### src/logic/sadc_defines.svh
// constants for the converter control block
`ifndef SADC_DEFINES_SVH
`define SADC_DEFINES_SVH
`define SADC_RES_BITS 10
`define SADC_CH_EXT_LAST 5'h09
`define SADC_CH_RSV_A 5'h16
`define SADC_CH_RSV_B 5'h17
`define SADC_CH_RSV_C 5'h18
`define SADC_CH_RSV_D 5'h19
`define SADC_CH_TEMP 5'h1a
`define SADC_CH_BGAP 5'h1b
`define SADC_CH_RSV_E 5'h1c
`define SADC_CH_VDD 5'h1d
`define SADC_CH_OFF 5'h1f
`define SADC_CLK_BUS 2'h0
`define SADC_CLK_BUS2 2'h1
`define SADC_CLK_ALT 2'h2
`define SADC_CLK_LOCAL 2'h3
`define SADC_SAMP_SHORT 4'h2
`define SADC_SAMP_LONG 4'h8
`define SADC_MSB 4'h9
`define SADC_SETTLE 2'h2
`endif

### src/logic/sadc_pkg.sv
// types of the converter control block
package sadc_pkg;
	typedef enum logic [1:0] {
		SADC_IDLE,
		SADC_SAMPLE,
		SADC_CONVERT
	} sadc_state_t;
	typedef enum logic [1:0] {
		SADC_SRC_EXT,
		SADC_SRC_GND,
		SADC_SRC_VDD,
		SADC_SRC_INT
	} sadc_src_t;
endpackage

### src/logic/sadc_chan_mux.sv
// channel code decode onto analog source selects
`include "sadc_defines.svh"
module sadc_chan_mux (
	// code
	input wire logic [4:0] i_channel_select,
	// selects
	output logic [9:0] o_pin_sel,
	output logic o_gnd_sel,
	output logic o_vdd_sel,
	output logic o_temp_sel,
	output logic o_bgap_sel,
	output logic o_reserved,
	output logic o_off
);
	// ************************************************
	// decode
	// ************************************************
	genvar g;
	generate
		for (g = 0; g < 10; g++) begin : g_pin
			assign o_pin_sel[g] = (i_channel_select == 5'(g));
		end
	endgenerate
	assign o_vdd_sel = (i_channel_select == `SADC_CH_VDD);
	assign o_temp_sel = (i_channel_select == `SADC_CH_TEMP);
	assign o_bgap_sel = (i_channel_select == `SADC_CH_BGAP);
	assign o_off = (i_channel_select == `SADC_CH_OFF);
	// reserved codes still convert, the result is meaningless
	assign o_reserved = (i_channel_select == `SADC_CH_RSV_A) ||
		(i_channel_select == `SADC_CH_RSV_B) ||
		(i_channel_select == `SADC_CH_RSV_C) ||
		(i_channel_select == `SADC_CH_RSV_D) ||
		(i_channel_select == `SADC_CH_RSV_E);
	assign o_gnd_sel = !(|o_pin_sel) && !o_vdd_sel && !o_temp_sel &&
		!o_bgap_sel && !o_off && !o_reserved;
endmodule

### src/logic/sadc_clk_sel.sv
// conversion clock source selection as a tick stream on i_clk
`include "sadc_defines.svh"
module sadc_clk_sel (
	// clock and reset
	input wire logic i_clk,
	input wire logic i_rst,
	// source controls
	input wire logic [1:0] i_clock_select,
	input wire logic [1:0] i_clock_divide_select,
	input wire logic i_local_async_clock,
	input wire logic i_alternate_clock,
	input wire logic i_stop_mode,
	// tick
	output logic o_tick,
	output logic o_alt_blocked
);
	logic [1:0] alt_s_q;
	logic [1:0] loc_s_q;
	logic alt_d_q;
	logic loc_d_q;
	logic half_q;
	logic src_tick;
	logic [3:0] div_q;
	logic [3:0] div_lim;
	// ************************************************
	// source edges
	// ************************************************
	always_ff @(posedge i_clk or posedge i_rst) begin
		if (i_rst) begin
			alt_s_q <= 2'h0;
			loc_s_q <= 2'h0;
			alt_d_q <= 1'b0;
			loc_d_q <= 1'b0;
			half_q <= 1'b0;
		end else begin
			alt_s_q <= {alt_s_q[0], i_alternate_clock};
			loc_s_q <= {loc_s_q[0], i_local_async_clock};
			alt_d_q <= alt_s_q[1];
			loc_d_q <= loc_s_q[1];
			half_q <= ~half_q;
		end
	end
	// alt clock keeps running in wait, but is gated in stop
	assign o_alt_blocked = i_stop_mode && (i_clock_select == `SADC_CLK_ALT);
	always_comb begin
		case (i_clock_select)
			`SADC_CLK_BUS: src_tick = 1'b1;
			`SADC_CLK_BUS2: src_tick = half_q;
			`SADC_CLK_ALT: src_tick = alt_s_q[1] && !alt_d_q &&
				!i_stop_mode;
			default: src_tick = loc_s_q[1] && !loc_d_q;
		endcase
	end
	// ************************************************
	// divider
	// ************************************************
	assign div_lim = (4'h1 << i_clock_divide_select) - 4'h1;
	always_ff @(posedge i_clk or posedge i_rst) begin
		if (i_rst) begin
			div_q <= 4'h0;
		end else if (src_tick) begin
			div_q <= (div_q >= div_lim) ? 4'h0 : div_q + 4'h1;
		end
	end
	assign o_tick = src_tick && (div_q >= div_lim);
endmodule

### src/logic/sadc_ctrl.sv
// successive-approximation converter control with channel and triggers
`include "sadc_defines.svh"
module sadc_ctrl (
	// clock and reset
	input wire logic i_clk,
	input wire logic i_rst,
	// control register write
	input wire logic i_ctrl_wr,
	input wire logic [4:0] i_channel_select,
	input wire logic i_irq_en,
	input wire logic i_continuous,
	// configuration
	input wire logic i_hw_trig_en,
	input wire logic i_cmp_en,
	input wire logic i_cmp_ge,
	input wire logic [9:0] i_cmp_value,
	input wire logic i_mode_8bit,
	input wire logic i_long_sample,
	input wire logic i_low_power,
	input wire logic [1:0] i_clock_select,
	input wire logic [1:0] i_clock_divide_select,
	input wire logic i_bandgap_buffer_enable,
	// result read
	input wire logic i_result_rd,
	// clocks and modes
	input wire logic i_local_async_clock,
	input wire logic i_alternate_clock,
	input wire logic i_stop_mode,
	input wire logic i_deep_stop,
	// periodic counter
	input wire logic i_counter_overflow,
	input wire logic i_counter_irq_enable,
	// analog side
	input wire logic i_comparator,
	output logic [9:0] o_dac_code,
	output logic o_sample_hold,
	output logic [9:0] o_pin_sel,
	output logic o_gnd_sel,
	output logic o_vdd_sel,
	output logic o_temp_sel,
	output logic o_bgap_sel,
	output logic o_analog_on,
	// status
	output logic [9:0] o_result,
	output logic o_complete,
	output logic o_irq,
	output logic o_active,
	output logic o_alt_blocked,
	output logic o_bgap_invalid
);
	sadc_pkg::sadc_state_t state_q;
	logic [4:0] chan_q;
	logic cont_q;
	logic ien_q;
	logic [1:0] ovf_s_q;
	logic ovf_d_q;
	logic hw_trig;
	logic [1:0] cmp_s_q;
	logic tick;
	logic reserved;
	logic off;
	logic [3:0] samp_q;
	logic [3:0] bit_q;
	logic [9:0] sar_q;
	logic [9:0] result_q;
	logic complete_q;
	logic done;
	logic [9:0] final_val;
	logic match;
	logic start;
	logic [3:0] samp_len;
	logic [9:0] trial;
	logic [1:0] settle_q;
	logic step;

	// ************************************************
	// submodules
	// ************************************************
	sadc_chan_mux u_mux (
		.i_channel_select(chan_q),
		.o_pin_sel(o_pin_sel),
		.o_gnd_sel(o_gnd_sel),
		.o_vdd_sel(o_vdd_sel),
		.o_temp_sel(o_temp_sel),
		.o_bgap_sel(o_bgap_sel),
		.o_reserved(reserved),
		.o_off(off)
	);
	sadc_clk_sel u_clk (
		.i_clk(i_clk),
		.i_rst(i_rst),
		.i_clock_select(i_clock_select),
		.i_clock_divide_select(i_clock_divide_select),
		.i_local_async_clock(i_local_async_clock),
		.i_alternate_clock(i_alternate_clock),
		.i_stop_mode(i_stop_mode),
		.o_tick(tick),
		.o_alt_blocked(o_alt_blocked)
	);

	// ************************************************
	// control register
	// ************************************************
	always_ff @(posedge i_clk or posedge i_rst) begin
		if (i_rst) begin
			chan_q <= `SADC_CH_OFF;
			cont_q <= 1'b0;
			ien_q <= 1'b0;
		end else if (i_ctrl_wr) begin
			chan_q <= i_channel_select;
			cont_q <= i_continuous;
			ien_q <= i_irq_en;
		end
	end
	// flag is only advisory: the buffer lives elsewhere
	assign o_bgap_invalid = o_bgap_sel && !i_bandgap_buffer_enable;
	assign o_analog_on = !off;

	// ************************************************
	// hardware trigger
	// ************************************************
	// counter interrupt enable deliberately unused here
	always_ff @(posedge i_clk or posedge i_rst) begin
		if (i_rst) begin
			ovf_s_q <= 2'h0;
			ovf_d_q <= 1'b0;
			cmp_s_q <= 2'h0;
		end else begin
			ovf_s_q <= {ovf_s_q[0], i_counter_overflow};
			ovf_d_q <= ovf_s_q[1];
			cmp_s_q <= {cmp_s_q[0], i_comparator};
		end
	end
	// no trigger in deep stop; run, wait, shallow stop all pass
	assign hw_trig = i_hw_trig_en && ovf_s_q[1] && !ovf_d_q &&
		!i_deep_stop;
	assign start = i_hw_trig_en ? hw_trig : (i_ctrl_wr &&
		(i_channel_select != `SADC_CH_OFF));

	// ************************************************
	// sequencer
	// ************************************************
	// low power halves nothing but lengthens sampling by one tick
	assign samp_len = (i_long_sample ? `SADC_SAMP_LONG :
		`SADC_SAMP_SHORT) + {3'h0, i_low_power};
	assign trial = sar_q | (10'h001 << bit_q);
	// the comparator passes two sync stages, so a bit is only decided
	// once the answer to the current trial has reached the second stage
	always_ff @(posedge i_clk or posedge i_rst) begin
		if (i_rst) begin
			settle_q <= 2'h0;
		end else if (state_q != sadc_pkg::SADC_CONVERT || step || start) begin
			settle_q <= 2'h0;
		end else if (settle_q != `SADC_SETTLE) begin
			settle_q <= settle_q + 2'h1;
		end
	end
	assign step = (state_q == sadc_pkg::SADC_CONVERT) && tick &&
		(settle_q == `SADC_SETTLE);
	assign done = step && (bit_q == 4'h0);
	assign final_val = cmp_s_q[1] ? trial : sar_q;
	always_ff @(posedge i_clk or posedge i_rst) begin
		if (i_rst) begin
			state_q <= sadc_pkg::SADC_IDLE;
			samp_q <= 4'h0;
			bit_q <= 4'h0;
			sar_q <= 10'h000;
		end else if (i_ctrl_wr && i_channel_select == `SADC_CH_OFF) begin
			state_q <= sadc_pkg::SADC_IDLE;
		end else if (start) begin
			state_q <= sadc_pkg::SADC_SAMPLE;
			samp_q <= 4'h0;
			sar_q <= 10'h000;
		end else if (tick) begin
			case (state_q)
				sadc_pkg::SADC_SAMPLE: begin
					if (samp_q + 4'h1 >= samp_len) begin
						state_q <= sadc_pkg::SADC_CONVERT;
						bit_q <= `SADC_MSB;
					end else begin
						samp_q <= samp_q + 4'h1;
					end
				end
				sadc_pkg::SADC_CONVERT: begin
					if (!step) begin
						state_q <= state_q;
					end else if (bit_q != 4'h0) begin
						sar_q <= cmp_s_q[1] ? trial : sar_q;
						bit_q <= bit_q - 4'h1;
					end else begin
						samp_q <= 4'h0;
						// continuous with hw trigger waits for next one
						state_q <= (cont_q && !i_hw_trig_en && !off) ?
							sadc_pkg::SADC_SAMPLE :
							sadc_pkg::SADC_IDLE;
						sar_q <= 10'h000;
					end
				end
				default: state_q <= sadc_pkg::SADC_IDLE;
			endcase
		end
	end
	assign o_dac_code = trial;
	assign o_sample_hold = (state_q == sadc_pkg::SADC_SAMPLE);
	assign o_active = (state_q != sadc_pkg::SADC_IDLE);

	// ************************************************
	// result, compare and flag
	// ************************************************
	assign match = i_cmp_ge ? (final_val >= i_cmp_value) :
		(final_val < i_cmp_value);
	always_ff @(posedge i_clk or posedge i_rst) begin
		if (i_rst) begin
			result_q <= 10'h000;
		end else if (done && (!i_cmp_en || match)) begin
			result_q <= i_mode_8bit ? {2'h0, final_val[9:2]} :
				final_val;
		end
	end
	// set wins over a read or write clear in the same cycle
	always_ff @(posedge i_clk or posedge i_rst) begin
		if (i_rst) begin
			complete_q <= 1'b0;
		end else if (done && (!i_cmp_en || match)) begin
			complete_q <= 1'b1;
		end else if (i_ctrl_wr || i_result_rd) begin
			complete_q <= 1'b0;
		end
	end
	assign o_result = result_q;
	assign o_complete = complete_q;
	assign o_irq = complete_q && ien_q;
endmodule

### config.mk
export PLATFORM = sky130hd
export DESIGN_NAME = sadc_ctrl
export DESIGN_NICKNAME = d
export VERILOG_FILES = /design/src/logic/sadc_pkg.sv /design/src/logic/sadc_chan_mux.sv /design/src/logic/sadc_clk_sel.sv /design/src/logic/sadc_ctrl.sv
export VERILOG_INCLUDE_DIRS = /design/src /design/src/logic
export SDC_FILE = /design/constraint.sdc
export NUM_CORES = 1
export LEC_CHECK = 0
export BUFFER_PORTS_ARGS = -buffer_cell sky130_fd_sc_hd__buf_4
export CAP_MARGIN = 10
export CORE_MARGIN = 2
export CORE_UTILIZATION = 45
export CTS_BUF_LIST = sky130_fd_sc_hd__clkbuf_2 sky130_fd_sc_hd__clkbuf_4 sky130_fd_sc_hd__clkbuf_8
export DETAILED_ROUTE_END_ITERATION = 7
export PLACE_DENSITY = 0.66
export SYNTH_ARGS = -nofsm -noshare
export SYNTH_HDL_FRONTEND = slang
export SYNTH_HIERARCHICAL = 1
export SYNTH_SLANG_ARGS = --single-unit
### constraint.sdc
create_clock -name i_clk -period 6.5 [get_ports i_clk]
set_input_delay 0.325 -clock i_clk [delete_from_list [all_inputs] [get_ports i_clk]]
set_output_delay 0.325 -clock i_clk [all_outputs]
set_load 0.02 [all_outputs]
==> reports/results.md, run 1 <==
| Stage | Metric | Reported |
| --- | --- | --- |
| run status | Outcome | finished, violations left |
| run status | Violated checks | negative hold slack |
| worst setup path | Worst reg2reg path endpoint | o_result[9]$_DFFE_PP0P_ |
| final layout | Fraction of layout cells with a size suffix above 1 | 0.270 |
| die | Die Wd | 92.4 µm |
| global route | GRT Residual Overflow | 0 |
| place | Final weighted congestion of routability-driven global placement | 0.768 |
| worst setup path | Startpoint of the most critical register-to-register path | bit_q[3]$_DFFE_PP0P_ |
| detailed routing | Sum of routed wire length over all layers | 7530 µm |
| detailed routing | Number of DRC violations after detailed routing | 0 |
| sta | Number of endpoints failing setup at the final stage | 0 |
| global route | First-pass GRT wire length | 12500 µm |
| worst setup path | Chain of cells forming the critical path | nor2b_1 > and2_1 > a21oi_1 > inv_1 > ha_1 > a21oi_1 > o21ai_1 > a2111oi_4 > mux2i_1 > buf_4 > mux2_2 |
| run | Max-cap violations | 0 |
| power | Power per Cell Area | 287 nW/µm² |
| yosys | Yosys warnings | 6 |
| clock tree | TritonCTS clock tree | done |
| die | Core region area | 7650 µm² |
| worst setup path | Class of the most critical setup path | flop to flop |
| clock tree | Number of clock sinks | 56 |
| worst setup path | Setup slack on the worst flop-to-flop path | 2.88 ns |
| power | Sum of internal, switching and leakage power | 1.24 mW |
| worst setup path | Cell occurring most often along the worst timing path | sky130_fd_sc_hd__a21oi_1 |
| worst setup path | Highest fanout seen on the critical path | 13 |
| detailed routing | TritonRoute pass-1 iters | 4 |
| place | Input/output buffers | 78 |
| sta | Worst slew pin tran | 0.890 ns |
| worst setup path | Depth of the worst register-to-register path | 11 |
| die | Area of the die | 8540 µm² |
| sta | Setup TNS Final | 0 ns |
| detailed routing | Total number of vias | 2825 |
| clock tree | Cell chosen for the clock root | sky130_fd_sc_hd__clkbuf_8 |
| power | Part of the total power dissipated in the clock network | 0.191 |
| global route | Number of antenna violations at the first check in global routing | 0 |
| worst setup path | Type of origin of the critical path | flop |
| sta | Tcrit/Tclk final | 0.556 |
| yosys | Synth Net Count | 430 |
| final layout | N_diodes | 0 |
| clock tree | Number of buffers created by CTS | 5 |
| worst setup path | Worst path buffer plus inverter count | 2 |
| detailed routing | Number of design-rule violations left by the first detailed-router iteration | 97 |
| worst setup path | Critical path's largest stage delay | 0.61 ns |
| power | Seq pwr share | 0.371 |
| clock tree | H-tree Lvls | 2 |
| final layout | Net total in the final layout | 507 |
| global route | Overall fraction of global-route tracks in use | 0.181 |
| place | Number of instances in the placed design | 533 |
| power | Proportion of power drawn by combinational gates | 0.438 |
| sta | Final worst-path setup slack | 2.88 ns |
| final layout | Area delta synth->final | 22.3% |
| power | Peak VDD IR | 0.134 mV |
| sta | Unrepaired setup endpoints after global routing | false |
| clock tree | Deepest clock path buffer count | 2 |
| global route | Maximum number of pins on one net before global-route repair | 46 |
| sta | Post-route clock skew | 0.00337 ns |
| power | Leakage | 2.27 nW |
| global route | Number of global-route vias before repair | 2695 |
| worst setup path | Crit end category | flop |
| yosys | Post-synthesis average cell area | 9.72 µm² |
| detailed routing | Number of vias per cell after detailed routing | 5.21 |
| die | Top-level I/O count | 80 |
| die | Starting density of the core | 0.460 |
| clock tree | Post-CTS setup repair buffer count | 0 |
| detailed routing | WL/cell | 13.9 µm |
| worst setup path | Worst path top cell family by delay | compound AO/OA/AOI/OAI gates |
| worst setup path | Highest-delay cell along the critical path | sky130_fd_sc_hd__dfrtp_1 |
| sta | Maximum frequency from static timing analysis | 0.276 GHz |
| yosys | Post-Synthesis Cell Area | 3520 µm² |
| power | Switching pwr | 480 µW |
| yosys | Number of instances in the synthesized netlist | 362 |
| final layout | Storage cell area | 1410 µm² |
| place | DP Worst Slack | 2.56 ns |
| clock tree | Insertion delay to the later sink of the worst-skew pair | 0.31 ns |
| power | Internal cell power | 756 µW |
| power | Sw Share | 0.388 |
| final layout | Number of fillers in the final layout | 687 |
| die | Vertical extent of the die | 92.4 µm |
| clock tree | Clock slew seen by the registers of the worst setup and hold paths | 0.10 ns |
| detailed routing | Final antenna-violating net count | 0 |
| hold path | Min-Delay Path Class | primary input to asynchronous set/reset pin |
| sta | Post-Route Hold Slack | -0.0000306 ns |
| final layout | Non-filler cells in the finished layout | 542 |
| worst setup path | Required @ worst endpoint | 6.70 ns |
| sta | Slew headroom | 0.406 |
| sta | Number of max-slew violations in the final report | 0 |
| final layout | Footprint of the multi-input gates | 1890 µm² |
| clock tree | Cts-stage hold buffer count | 0 |
| clock tree | Gates resized, CTS repair | 0 |
| sta | Minimum period implied by the final worst setup slack | 3.62 ns |
| place | Total half-perimeter wirelength after legalization and detailed placement | 5750 µm |
| sta | Fin. Hold Viols | 1 |
| die | Num rows | 32 |
| worst setup path | Data arrival time at the worst-slack endpoint | 3.82 ns |
[area by class of cell]
type	instances	share of cell area
clock buffer	6	0.0177
clock inverter	2	0.00901
inverter	44	0.0384
multi-input combinational	252	0.438
sequential	56	0.327
tap	102	0.0297
timing repair buffer	80	0.140
[placed cells by master, fill, tap and decap left out, types with 4 or more instances in the layout]
master	n
sky130_fd_sc_hd__buf_4	80
sky130_fd_sc_hd__dfrtp_1	51
sky130_fd_sc_hd__inv_1	43
sky130_fd_sc_hd__nor2_1	34
sky130_fd_sc_hd__ha_1	29
sky130_fd_sc_hd__nand2_1	21
sky130_fd_sc_hd__a21oi_1	18
sky130_fd_sc_hd__nor3_1	18
sky130_fd_sc_hd__a21o_1	12
sky130_fd_sc_hd__mux2i_1	12
sky130_fd_sc_hd__nor2b_1	11
sky130_fd_sc_hd__o21ai_0	9
sky130_fd_sc_hd__nand2b_1	9
sky130_fd_sc_hd__mux2_2	8
sky130_fd_sc_hd__mux2_1	7
sky130_fd_sc_hd__nand4_1	5
sky130_fd_sc_hd__dfstp_2	5
sky130_fd_sc_hd__clkbuf_8	5
sky130_fd_sc_hd__nand3_1	4
sky130_fd_sc_hd__a31oi_1	4
[through the flow]
| step | area, µm² | hold WS, ns | utilization |
|---|---|---|---|
| 2_1_floorplan | 3520 | 0.177 | - |
| 3_3_place_gp | 4180 | 0.334 | 0.547 |
| 3_5_place_dp | 4180 | 0.337 | 0.547 |
| 4_1_cts | 4300 | 0.0102 | 0.562 |
| 5_1_grt | 4300 | 0.0428 | 0.563 |
| 6_report | 4300 | -0.0000306 | 0.563 |
[layer usage]
metal,GRT usage,wire [µm]
met5,0,0
met4,0.0597,142
met3,0.0350,458
met1,0.243,3430
met2,0.295,3490
[how the worst max path moves through the flow]
stage / startpoint / to / cells after the start
finish: bit_q[3]$_DFFE_PP0P_ / o_result[9]$_DFFE_PP0P_ / 11
floorplan: bit_q[0]$_DFFE_PP0P_ / o_result[0]$_DFFE_PP0P_ / 12
global placement: bit_q[0]$_DFFE_PP0P_ / o_result[9]$_DFFE_PP0P_ / 11
global route: bit_q[0]$_DFFE_PP0P_ / o_result[9]$_DFFE_PP0P_ / 12
CTS: bit_q[0]$_DFFE_PP0P_ / o_result[9]$_DFFE_PP0P_ / 11
detailed placement: bit_q[0]$_DFFE_PP0P_ / o_result[9]$_DFFE_PP0P_ / 11
[state kept, by name, indices dropped and copies added (netlist names)]
register       flops
o_result          10
sar_q             10
chan_q             5
bit_q              4
samp_q             4
u_clk/div_q        4
cmp_s_q            2
ovf_s_q            2
settle_q           2
state_q            2
u_clk/alt_s_q      2
u_clk/loc_s_q      2
cont_q             1
ien_q              1
o_complete         1
ovf_d_q            1
u_clk/alt_d_q      1
u_clk/half_q       1
u_clk/loc_d_q      1
[power groups by stage]
| stage | logic (mW) | clock network [mW] | registers, mW |
|---|---|---|---|
| after global routing | 0.609 | 0.254 | 0.468 |
| final | 0.541 | 0.236 | 0.459 |
| after floorplan | 0.415 | 0 | 0.439 |
| after CTS | 0.545 | 0.242 | 0.458 |
| after detailed placement | 0.540 | 0 | 0.465 |
| after global placement | 0.529 | 0 | 0.463 |
[worst reg2reg max path, stage by stage, from the launching register on]
cell	delay, ns
sky130_fd_sc_hd__dfrtp_1	0.61
sky130_fd_sc_hd__nor2b_1	0.17
sky130_fd_sc_hd__and2_1	0.24
sky130_fd_sc_hd__a21oi_1	0.36
sky130_fd_sc_hd__inv_1	0.09
sky130_fd_sc_hd__ha_1	0.32
sky130_fd_sc_hd__a21oi_1	0.14
sky130_fd_sc_hd__o21ai_1	0.12
sky130_fd_sc_hd__a2111oi_4	0.37
sky130_fd_sc_hd__mux2i_1	0.49
sky130_fd_sc_hd__buf_4	0.27
sky130_fd_sc_hd__mux2_2	0.35
(Power assumes the default switching activity.)
==> inputs of run 2 (changes only) <==
Settings changed: ABC_AREA set to 1, PLACE_DENSITY 0.66 to 0.69.
Clock period 6.5 ns to 3.2 ns, I/O delays scaled along.
==> reports/results.md, run 2 <==
| Stage | Metric | Reported | Change |
| --- | --- | --- | --- |
| detailed routing | TritonRoute pass-1 iters | 4 | unchanged |
| yosys | FF+latch count, synth | 56 |  |
| die | Area of the die | 8770 µm² | was 8540 µm² |
| place | Total half-perimeter wirelength after legalization and detailed placement | 6310 µm | was 5750 µm |
| worst setup path | Crit end category | flop | unchanged |
| hold path | Hold path depth | 2 |  |
| yosys | Leading post-synthesis cells by instance count | 140 x sky130_fd_sc_hd__nand2_1, 69 x sky130_fd_sc_hd__inv_1, 51 x sky130_fd_sc_hd__dfrtp_1 |  |
| detailed routing | Number of vias per cell after detailed routing | 4.84 | was 5.21 |
| worst setup path | Chain of cells forming the critical path | inv_1 > ha_1 > nand3_1 > o21ai_0 > ha_1 > nand2_1 > inv_1 > a21oi_1 > nand4_1 > nand2_1 > nand2_1 > nand2_1 > o21ai_0 | was nor2b_1 > and2_1 > a21oi_1 > inv_1 > ha_1 > a21oi_1 > o21ai_1 > a2111oi_4 > mux2i_1 > buf_4 > mux2_2 |
| sta | Number of endpoints failing setup at the final stage | 0 | unchanged |
| power | Sum of internal, switching and leakage power | 2.66 mW | was 1.24 mW |
| die | Core region area | 7770 µm² | was 7650 µm² |
| worst setup path | Class of the most critical setup path | flop to flop | unchanged |
| die | Starting density of the core | 0.466 | was 0.460 |
| sta | Slew headroom | 0.384 | was 0.406 |
| yosys | Fraction of synthesis flops using an asynchronous set or reset pin | 1.00 |  |
| power | Proportion of power drawn by combinational gates | 0.466 | was 0.438 |
| sta | Tcrit/Tclk final | 0.863 | was 0.556 |
| die | Die Wd | 93.7 µm | was 92.4 µm |
| sta | Number of max-slew violations in the final report | 0 | unchanged |
| yosys | Post-synthesis compound-gate area fraction | 0.0865 |  |
| final layout | Most common library cell in the layout ignoring fill and taps | sky130_fd_sc_hd__nand2_1 | was sky130_fd_sc_hd__buf_4 |
| global route | M2 GR Usage | 0.318 | was 0.295 |
| die | Vertical extent of the die | 93.7 µm | was 92.4 µm |
| yosys | Synth Net Count | 549 | was 430 |
| yosys | Post-Synth Adder-Cell Area | 0.100 |  |
| clock tree | Cell chosen for the clock root | sky130_fd_sc_hd__clkbuf_8 | unchanged |
| global route | Overall fraction of global-route tracks in use | 0.192 | was 0.181 |
| final layout | Net total in the final layout | 634 | was 507 |
| yosys | Number of instances in the synthesized netlist | 481 | was 362 |
| global route | First-pass GRT wire length | 13600 µm | was 12500 µm |
| run | Max-cap violations | 0 | unchanged |
| clock tree | TritonCTS clock tree | done | unchanged |
| yosys | Biggest area contributors in the synthesized netlist | sky130_fd_sc_hd__dfrtp_1 35%, sky130_fd_sc_hd__nand2_1 15%, sky130_fd_sc_hd__ha_1 10% |  |
| global route | Met1 routing resource usage after global routing | 0.271 | was 0.243 |
| clock tree | Number of clock sinks | 56 | unchanged |
| detailed routing | WL/cell | 11.9 µm | was 13.9 µm |
| yosys | Post-synth top area cell | sky130_fd_sc_hd__dfrtp_1 |  |
| die | Num rows | 32 | unchanged |
| yosys | Simple-gate area share of the yosys netlist | 0.315 |  |
| worst setup path | Cell occurring most often along the worst timing path | sky130_fd_sc_hd__nand2_1 | was sky130_fd_sc_hd__a21oi_1 |
| power | Sw Share | 0.423 | was 0.388 |
| worst setup path | Highest-delay cell along the critical path | sky130_fd_sc_hd__dfrtp_1 | unchanged |
| final layout | Area delta synth->final | 23.5% | was 22.3% |
| sta | Unrepaired setup endpoints after global routing | false | unchanged |
| hold path | Min-Delay Path Class | primary input to flop | was primary input to asynchronous set/reset pin |
| place | Input/output buffers | 78 | unchanged |
| hold path | Start point of the worst min-delay path | i_result_rd |  |
| final layout | N_diodes | 0 | unchanged |
| final layout | Commonest cells after routing, fill and taps aside | 140 x sky130_fd_sc_hd__nand2_1, 80 x sky130_fd_sc_hd__buf_4, 68 x sky130_fd_sc_hd__inv_1 | was 80 x sky130_fd_sc_hd__buf_4, 51 x sky130_fd_sc_hd__dfrtp_1, 43 x sky130_fd_sc_hd__inv_1 |
| sta | Post-route clock skew | 0.00491 ns | was 0.00337 ns |
| die | Top-level I/O count | 80 | unchanged |
| worst setup path | Type of origin of the critical path | flop | unchanged |
| power | Power per Cell Area | 595 nW/µm² | was 287 nW/µm² |
| clock tree | Deepest clock path buffer count | 2 | unchanged |
| global route | GRT Residual Overflow | 0 | unchanged |
| place | Final weighted congestion of routability-driven global placement | 0.826 | was 0.768 |
| detailed routing | Number of design-rule violations left by the first detailed-router iteration | 120 | was 97 |
| yosys | Number of different library cells in the post-synthesis netlist | 37 |  |
| clock tree | H-tree Lvls | 2 | unchanged |
| final layout | Fraction of layout cells with a size suffix above 1 | 0.236 | was 0.270 |
| global route | Maximum number of pins on one net before global-route repair | 46 | unchanged |
| yosys | Post-Synthesis Cell Area | 3620 µm² | was 3520 µm² |
| worst setup path | Data arrival time at the worst-slack endpoint | 2.94 ns | was 3.82 ns |
| worst setup path | Depth of the worst register-to-register path | 13 | was 11 |
| power | Internal cell power | 1.53 mW | was 756 µW |
| clock tree | Insertion delay to the later sink of the worst-skew pair | 0.31 ns | about the same |
| yosys | Share of synthesized area occupied by flip-flops and latches | 0.389 |  |
| run status | Outcome | complete, no violations | was finished, violations left |
| detailed routing | Number of DRC violations after detailed routing | 0 | unchanged |
| sta | Worst slew pin tran | 0.923 ns | was 0.890 ns |
| sta | Setup TNS Final | 0 ns | unchanged |
| yosys | Number of enable flip-flop cells after synthesis | 0 |  |
| worst setup path | Highest fanout seen on the critical path | 11 | was 13 |
| yosys | Most repeated cell in the gate-level netlist after synthesis | sky130_fd_sc_hd__nand2_1 |  |
| yosys | Multiplexer fraction of the synthesized cell area | 0 |  |
| power | Leakage | 2.42 nW | was 2.27 nW |
| global route | Number of antenna violations at the first check in global routing | 0 | unchanged |
| yosys | Post-synthesis average cell area | 7.52 µm² | was 9.72 µm² |
| global route | Routing layer with the top usage in global route | met2 | unchanged |
| clock tree | Clock slew seen by the registers of the worst setup and hold paths | 0.10 ns | about the same |
| detailed routing | Final antenna-violating net count | 0 | unchanged |
| yosys | Area share of the largest cell type after synthesis | 0.353 |  |
| yosys | Post-Synth XOR/XNOR Area | 0.0121 |  |
| power | Peak VDD IR | 0.311 mV | was 0.134 mV |
| sta | Fin. Hold Viols | 0 | was 1 |
| yosys | Dominant combinational cell family by area after synthesis | simple AND/OR/NAND/NOR gates |  |
| power | Seq pwr share | 0.353 | was 0.371 |
| sta | Minimum period implied by the final worst setup slack | 2.76 ns | was 3.62 ns |
| yosys | Yosys warnings | 6 | unchanged |
| yosys | Most common flop cell mapped by yosys | sky130_fd_sc_hd__dfrtp_1 |  |
| global route | Number of global-route vias before repair | 2950 | was 2695 |
| worst setup path | Critical path's largest stage delay | 0.44 ns | was 0.61 ns |
| clock tree | Number of buffers created by CTS | 5 | unchanged |
| detailed routing | Total number of vias | 3239 | was 2825 |
| detailed routing | Sum of routed wire length over all layers | 7970 µm | was 7530 µm |
| power | Switching pwr | 1.13 mW | was 480 µW |
| worst setup path | Startpoint of the most critical register-to-register path | bit_q[1]$_DFFE_PP0P_ | was bit_q[3]$_DFFE_PP0P_ |
| sta | Maximum frequency from static timing analysis | 0.362 GHz | was 0.276 GHz |
| worst setup path | Startpoint of the worst setup timing path | bit_q[1]$_DFFE_PP0P_ | was bit_q[3]$_DFFE_PP0P_ |
| global route | Met3 capacity usage during global routing | 0.0313 | was 0.0350 |
| power | Part of the total power dissipated in the clock network | 0.181 | was 0.191 |
| worst setup path | Setup slack on the worst flop-to-flop path | 0.44 ns | was 2.88 ns |
| worst setup path | Required @ worst endpoint | 3.38 ns | was 6.70 ns |
## run 2: critical path: cells and delay by family, from the launching register on
| kind | cells | cell delay (ns) |
|---|---|---|
| simple gates | 6 | 0.76 |
| fa+ha+maj | 2 | 0.55 |
| compound gates | 3 | 0.74 |
| buf+inv | 2 | 0.16 |
| flops | 1 | 0.44 |
## run 2: final timing paths
path / to
min: o_complete$_DFFE_PP0P_
max reg2reg: o_complete$_DFFE_PP0P_
max in group asynchronous: sar_q[7]$_DFFE_PP0P_
min reg2reg: u_clk/loc_s_q[1]$_DFF_PP0_
max: o_complete$_DFFE_PP0P_
min in group asynchronous: u_clk/div_q[1]$_DFFE_PP0P_
## run 2: cell families after synthesis
kind of cell,after synthesis
AOI/OAI and AO/OA,53
xor gates and xnor gates,5
adders and majority gates,29
buffers and inverters,86
DFF,56
other,1
and+or+nand+nor,251
## run 2: repair_timing
action / in CTS / in global routing
hold buffers: 5 / 0
buffers inserted: 0 / 0
endpoints found under the hold margin: 15 / 0
gates resized for setup: 0 / 0
## run 2: layout make-up
| type | count | area (µm²) |
|---|---|---|
| tap | 102 | 128 |
| clock inverter | 2 | 38.8 |
| timing repair buffer | 85 | 651 |
| clock buffer | 6 | 76.3 |
| inverter | 79 | 303 |
| fill | 725 | 3300 |
| multi-input combinational | 339 | 1860 |
| sequential | 56 | 1410 |
## run 2: per-stage QoR
step                cell area, µm²  utilization  worst slack, ns  cells  hold WS [ns]
global route                  4470        0.575            0.155    669        0.0130
CTS                           4470        0.575            0.451    669        0.0242
detailed placement            4300        0.554            0.465    656         0.203
global placement              4300        0.554            0.550    656         0.190
finish                        4470        0.575            0.440    669        0.0322
floorplan                     3620            -            0.925    481        0.0124
## run 2: routing by layer
metal  wire length (µm)  vias to the layer above
li1                   -                     1684
met1               3830                     1461
met2               3670                       84
met3                403                       10
met4                 67                        0
met5                  0                        -
## run 2: power groups by stage
stage                     logic, mW  clock network, mW  registers, mW
after floorplan               0.928                  0          0.909
after global placement         1.20                  0          0.944
after detailed placement       1.24                  0          0.949
after CTS                      1.25              0.496          0.937
after global routing           1.42              0.530          0.959
final                          1.24              0.480          0.938
==> inputs of run 3 (changes only) <==
Settings changed: RECOVER_POWER set to 25, REMOVE_ABC_BUFFERS set to 1.
==> reports/results.md, run 3 (synthesis results as in run 2) <==
| Stage | Metric | Reported | Change |
| --- | --- | --- | --- |
| run status | Outcome | complete, no violations | unchanged |
| final layout | Commonest cells after routing, fill and taps aside | 140 x sky130_fd_sc_hd__nand2_1, 68 x sky130_fd_sc_hd__inv_1, 67 x sky130_fd_sc_hd__buf_4 | was 140 x sky130_fd_sc_hd__nand2_1, 80 x sky130_fd_sc_hd__buf_4, 68 x sky130_fd_sc_hd__inv_1 |
| clock tree | Post-CTS setup repair buffer count | 0 | unchanged |
| sta | Tcrit/Tclk final | 0.859 | was 0.863 |
| worst setup path | Worst path buffer plus inverter count | 2 | unchanged |
| power | Sw Share | 0.435 | was 0.423 |
| hold path | Min-Delay Path Class | primary input to flop | unchanged |
| power | Sum of internal, switching and leakage power | 2.59 mW | was 2.66 mW |
| power | Seq pwr share | 0.360 | was 0.353 |
| detailed routing | Final antenna-violating net count | 0 | unchanged |
| worst setup path | Critical path's largest stage delay | 0.43 ns | was 0.44 ns |
| power | Leakage | 2.37 nW | was 2.42 nW |
| die | Top-level I/O count | 80 | unchanged |
| worst setup path | Chain of cells forming the critical path | inv_1 > ha_1 > nand3_1 > o21ai_0 > ha_1 > nand2_1 > inv_1 > a21oi_1 > nand4_1 > nand2_1 > nand2_1 > nand2_1 > o21ai_0 | unchanged |
| global route | Maximum number of pins on one net before global-route repair | 46 | unchanged |
| sta | Post-route clock skew | 0.00962 ns | was 0.00491 ns |
| clock tree | H-tree Lvls | 2 | unchanged |
| detailed routing | WL/cell | 11.9 µm | about the same |
| sta | Slew headroom | 0.375 | was 0.384 |
| place | DP Worst Slack | 0.465 ns | about the same |
| die | Num rows | 32 | unchanged |
| sta | Number of max-slew violations in the final report | 0 | unchanged |
| global route | Overall fraction of global-route tracks in use | 0.193 | was 0.192 |
| worst setup path | Startpoint of the worst setup timing path | bit_q[0]$_DFFE_PP0P_ | was bit_q[1]$_DFFE_PP0P_ |
| clock tree | TritonCTS clock tree | done | unchanged |
| sta | Setup TNS Final | 0 ns | unchanged |
| global route | Number of global-route vias before repair | 3016 | was 2950 |
| place | Area after detailed placement | 4300 µm² | unchanged |
| detailed routing | Number of design-rule violations left by the first detailed-router iteration | 71 | was 120 |
| clock tree | Clock slew seen by the registers of the worst setup and hold paths | 0.11 ns | was 0.10 ns |
| final layout | Most common library cell in the layout ignoring fill and taps | sky130_fd_sc_hd__nand2_1 | unchanged |
| place | Input/output buffers | 78 | unchanged |
| global route | GRT Residual Overflow | 0 | unchanged |
| place | Total half-perimeter wirelength after legalization and detailed placement | 6270 µm | was 6310 µm |
| sta | Unrepaired setup endpoints after global routing | false | unchanged |
| sta | Maximum frequency from static timing analysis | 0.364 GHz | was 0.362 GHz |
| final layout | Final non-filler cell area | 4410 µm² | was 4470 µm² |
| power | Switching pwr | 1.13 mW | about the same |
| clock tree | Deepest clock path buffer count | 2 | unchanged |
| final layout | N_diodes | 0 | unchanged |
| sta | Final worst-path setup slack | 0.451 ns | was 0.440 ns |
| clock tree | Cell chosen for the clock root | sky130_fd_sc_hd__clkbuf_8 | unchanged |
| power | Part of the total power dissipated in the clock network | 0.159 | was 0.181 |
| global route | Number of antenna violations at the first check in global routing | 0 | unchanged |
| run | Max-cap violations | 0 | unchanged |
| worst setup path | Highest-delay cell along the critical path | sky130_fd_sc_hd__dfrtp_1 | unchanged |
| worst setup path | Required @ worst endpoint | 3.37 ns | was 3.38 ns |
| worst setup path | Cell occurring most often along the worst timing path | sky130_fd_sc_hd__nand2_1 | unchanged |
| sta | Minimum period implied by the final worst setup slack | 2.75 ns | was 2.76 ns |
| place | Final weighted congestion of routability-driven global placement | 0.829 | was 0.826 |
| worst setup path | Highest fanout seen on the critical path | 11 | unchanged |
| die | Starting density of the core | 0.466 | unchanged |
| detailed routing | Sum of routed wire length over all layers | 7980 µm | was 7970 µm |
| sta | Number of endpoints failing setup at the final stage | 0 | unchanged |
| hold path | Start point of the worst min-delay path | i_irq_en | was i_result_rd |
| clock tree | Insertion delay to the later sink of the worst-skew pair | 0.31 ns | about the same |
| worst setup path | Type of origin of the critical path | flop | unchanged |
| worst setup path | Data arrival time at the worst-slack endpoint | 2.92 ns | was 2.94 ns |
| power | Internal cell power | 1.47 mW | was 1.53 mW |
| detailed routing | Number of DRC violations after detailed routing | 0 | unchanged |
| global route | First-pass GRT wire length | 13700 µm | was 13600 µm |
| final layout | Net total in the final layout | 634 | unchanged |
| sta | Fin. Hold Viols | 0 | unchanged |
| detailed routing | Total number of vias | 3237 | was 3239 |
| clock tree | Number of clock sinks | 56 | unchanged |
| worst setup path | Setup slack on the worst flop-to-flop path | 0.45 ns | was 0.44 ns |
| worst setup path | Startpoint of the most critical register-to-register path | bit_q[0]$_DFFE_PP0P_ | was bit_q[1]$_DFFE_PP0P_ |
| worst setup path | Crit end category | flop | unchanged |
| worst setup path | Class of the most critical setup path | flop to flop | unchanged |
| clock tree | Gates resized, CTS repair | 0 | unchanged |
| final layout | Fraction of layout cells with a size suffix above 1 | 0.212 | was 0.236 |
| power | Peak VDD IR | 0.355 mV | was 0.311 mV |
| die | Core region area | 7770 µm² | unchanged |
| detailed routing | TritonRoute pass-1 iters | 4 | unchanged |
| worst setup path | Worst path top cell family by delay | simple AND/OR/NAND/NOR gates | unchanged |
| die | Die Wd | 93.7 µm | unchanged |
| clock tree | Number of buffers created by CTS | 5 | unchanged |
| power | Power per Cell Area | 587 nW/µm² | was 595 nW/µm² |
| die | Area of the die | 8770 µm² | unchanged |
| die | Vertical extent of the die | 93.7 µm | unchanged |
| detailed routing | Number of vias per cell after detailed routing | 4.84 | about the same |
| final layout | Area delta synth->final | 22.0% | was 23.5% |
| sta | Worst slew pin tran | 0.937 ns | was 0.923 ns |
| final layout | Final core area utilization | 0.568 | was 0.575 |
| power | Proportion of power drawn by combinational gates | 0.481 | was 0.466 |
run 3: power groups by stage:
stage	Combinational, mW	Sequential (mW)	Clock [mW]
floorplan	0.901	0.919	0
global placement	1.20	0.944	0
detailed placement	1.24	0.947	0
CTS	1.25	0.935	0.427
global route	1.41	0.954	0.463
finish	1.25	0.933	0.412
run 3: stage by stage:
step | instances | hold WS (ns)
3_5_place_dp | 656 | 0.201
2_1_floorplan | 474 | 0.0124
4_1_cts | 669 | 0.0442
3_3_place_gp | 656 | 0.190
5_1_grt | 669 | 0.0366
6_report | 669 | 0.0489
run 3: final timing paths:
kind	to	cells past startpoint
worst max-delay path	o_complete$_DFFE_PP0P_	13
worst min-delay path	ien_q$_DFFE_PP0P_	3
worst max register to register	o_complete$_DFFE_PP0P_	13
worst min register to register	cmp_s_q[1]$_DFF_PP0_	0
max in group asynchronous	samp_q[2]$_DFFE_PP0P_	3
min in group asynchronous	u_clk/loc_s_q[0]$_DFF_PP0_	3
run 3: layer usage:
layer	wire length, µm	GRT usage	vias to the layer above
met5	0	0	-
met4	57	0.0374	0
met3	357	0.0313	4
met2	3690	0.315	65
met1	3870	0.273	1483
li1	-	-	1685
run 3: cell type report:
class                           count  area [µm²]
Timing Repair Buffer               85         617
Inverter                           79         303
Clock buffer                        6        82.6
Tap cell                          102         128
Multi-Input combinational cell    339        1860
Clock inverter                      2        13.8
Sequential cell                    56        1410
Fill cell                         765        3350
run 3: worst min-delay path, delay by kind of cell:
kind          cells  cell delay [ns]
simple gates      2             0.10
buf+inv           1             0.08
run 3: what timing repair did:
action	4_1_cts	5_1_grt
hold endpoints to repair	15	0
setup endpoints to repair	0	0
hold buffers	5	0
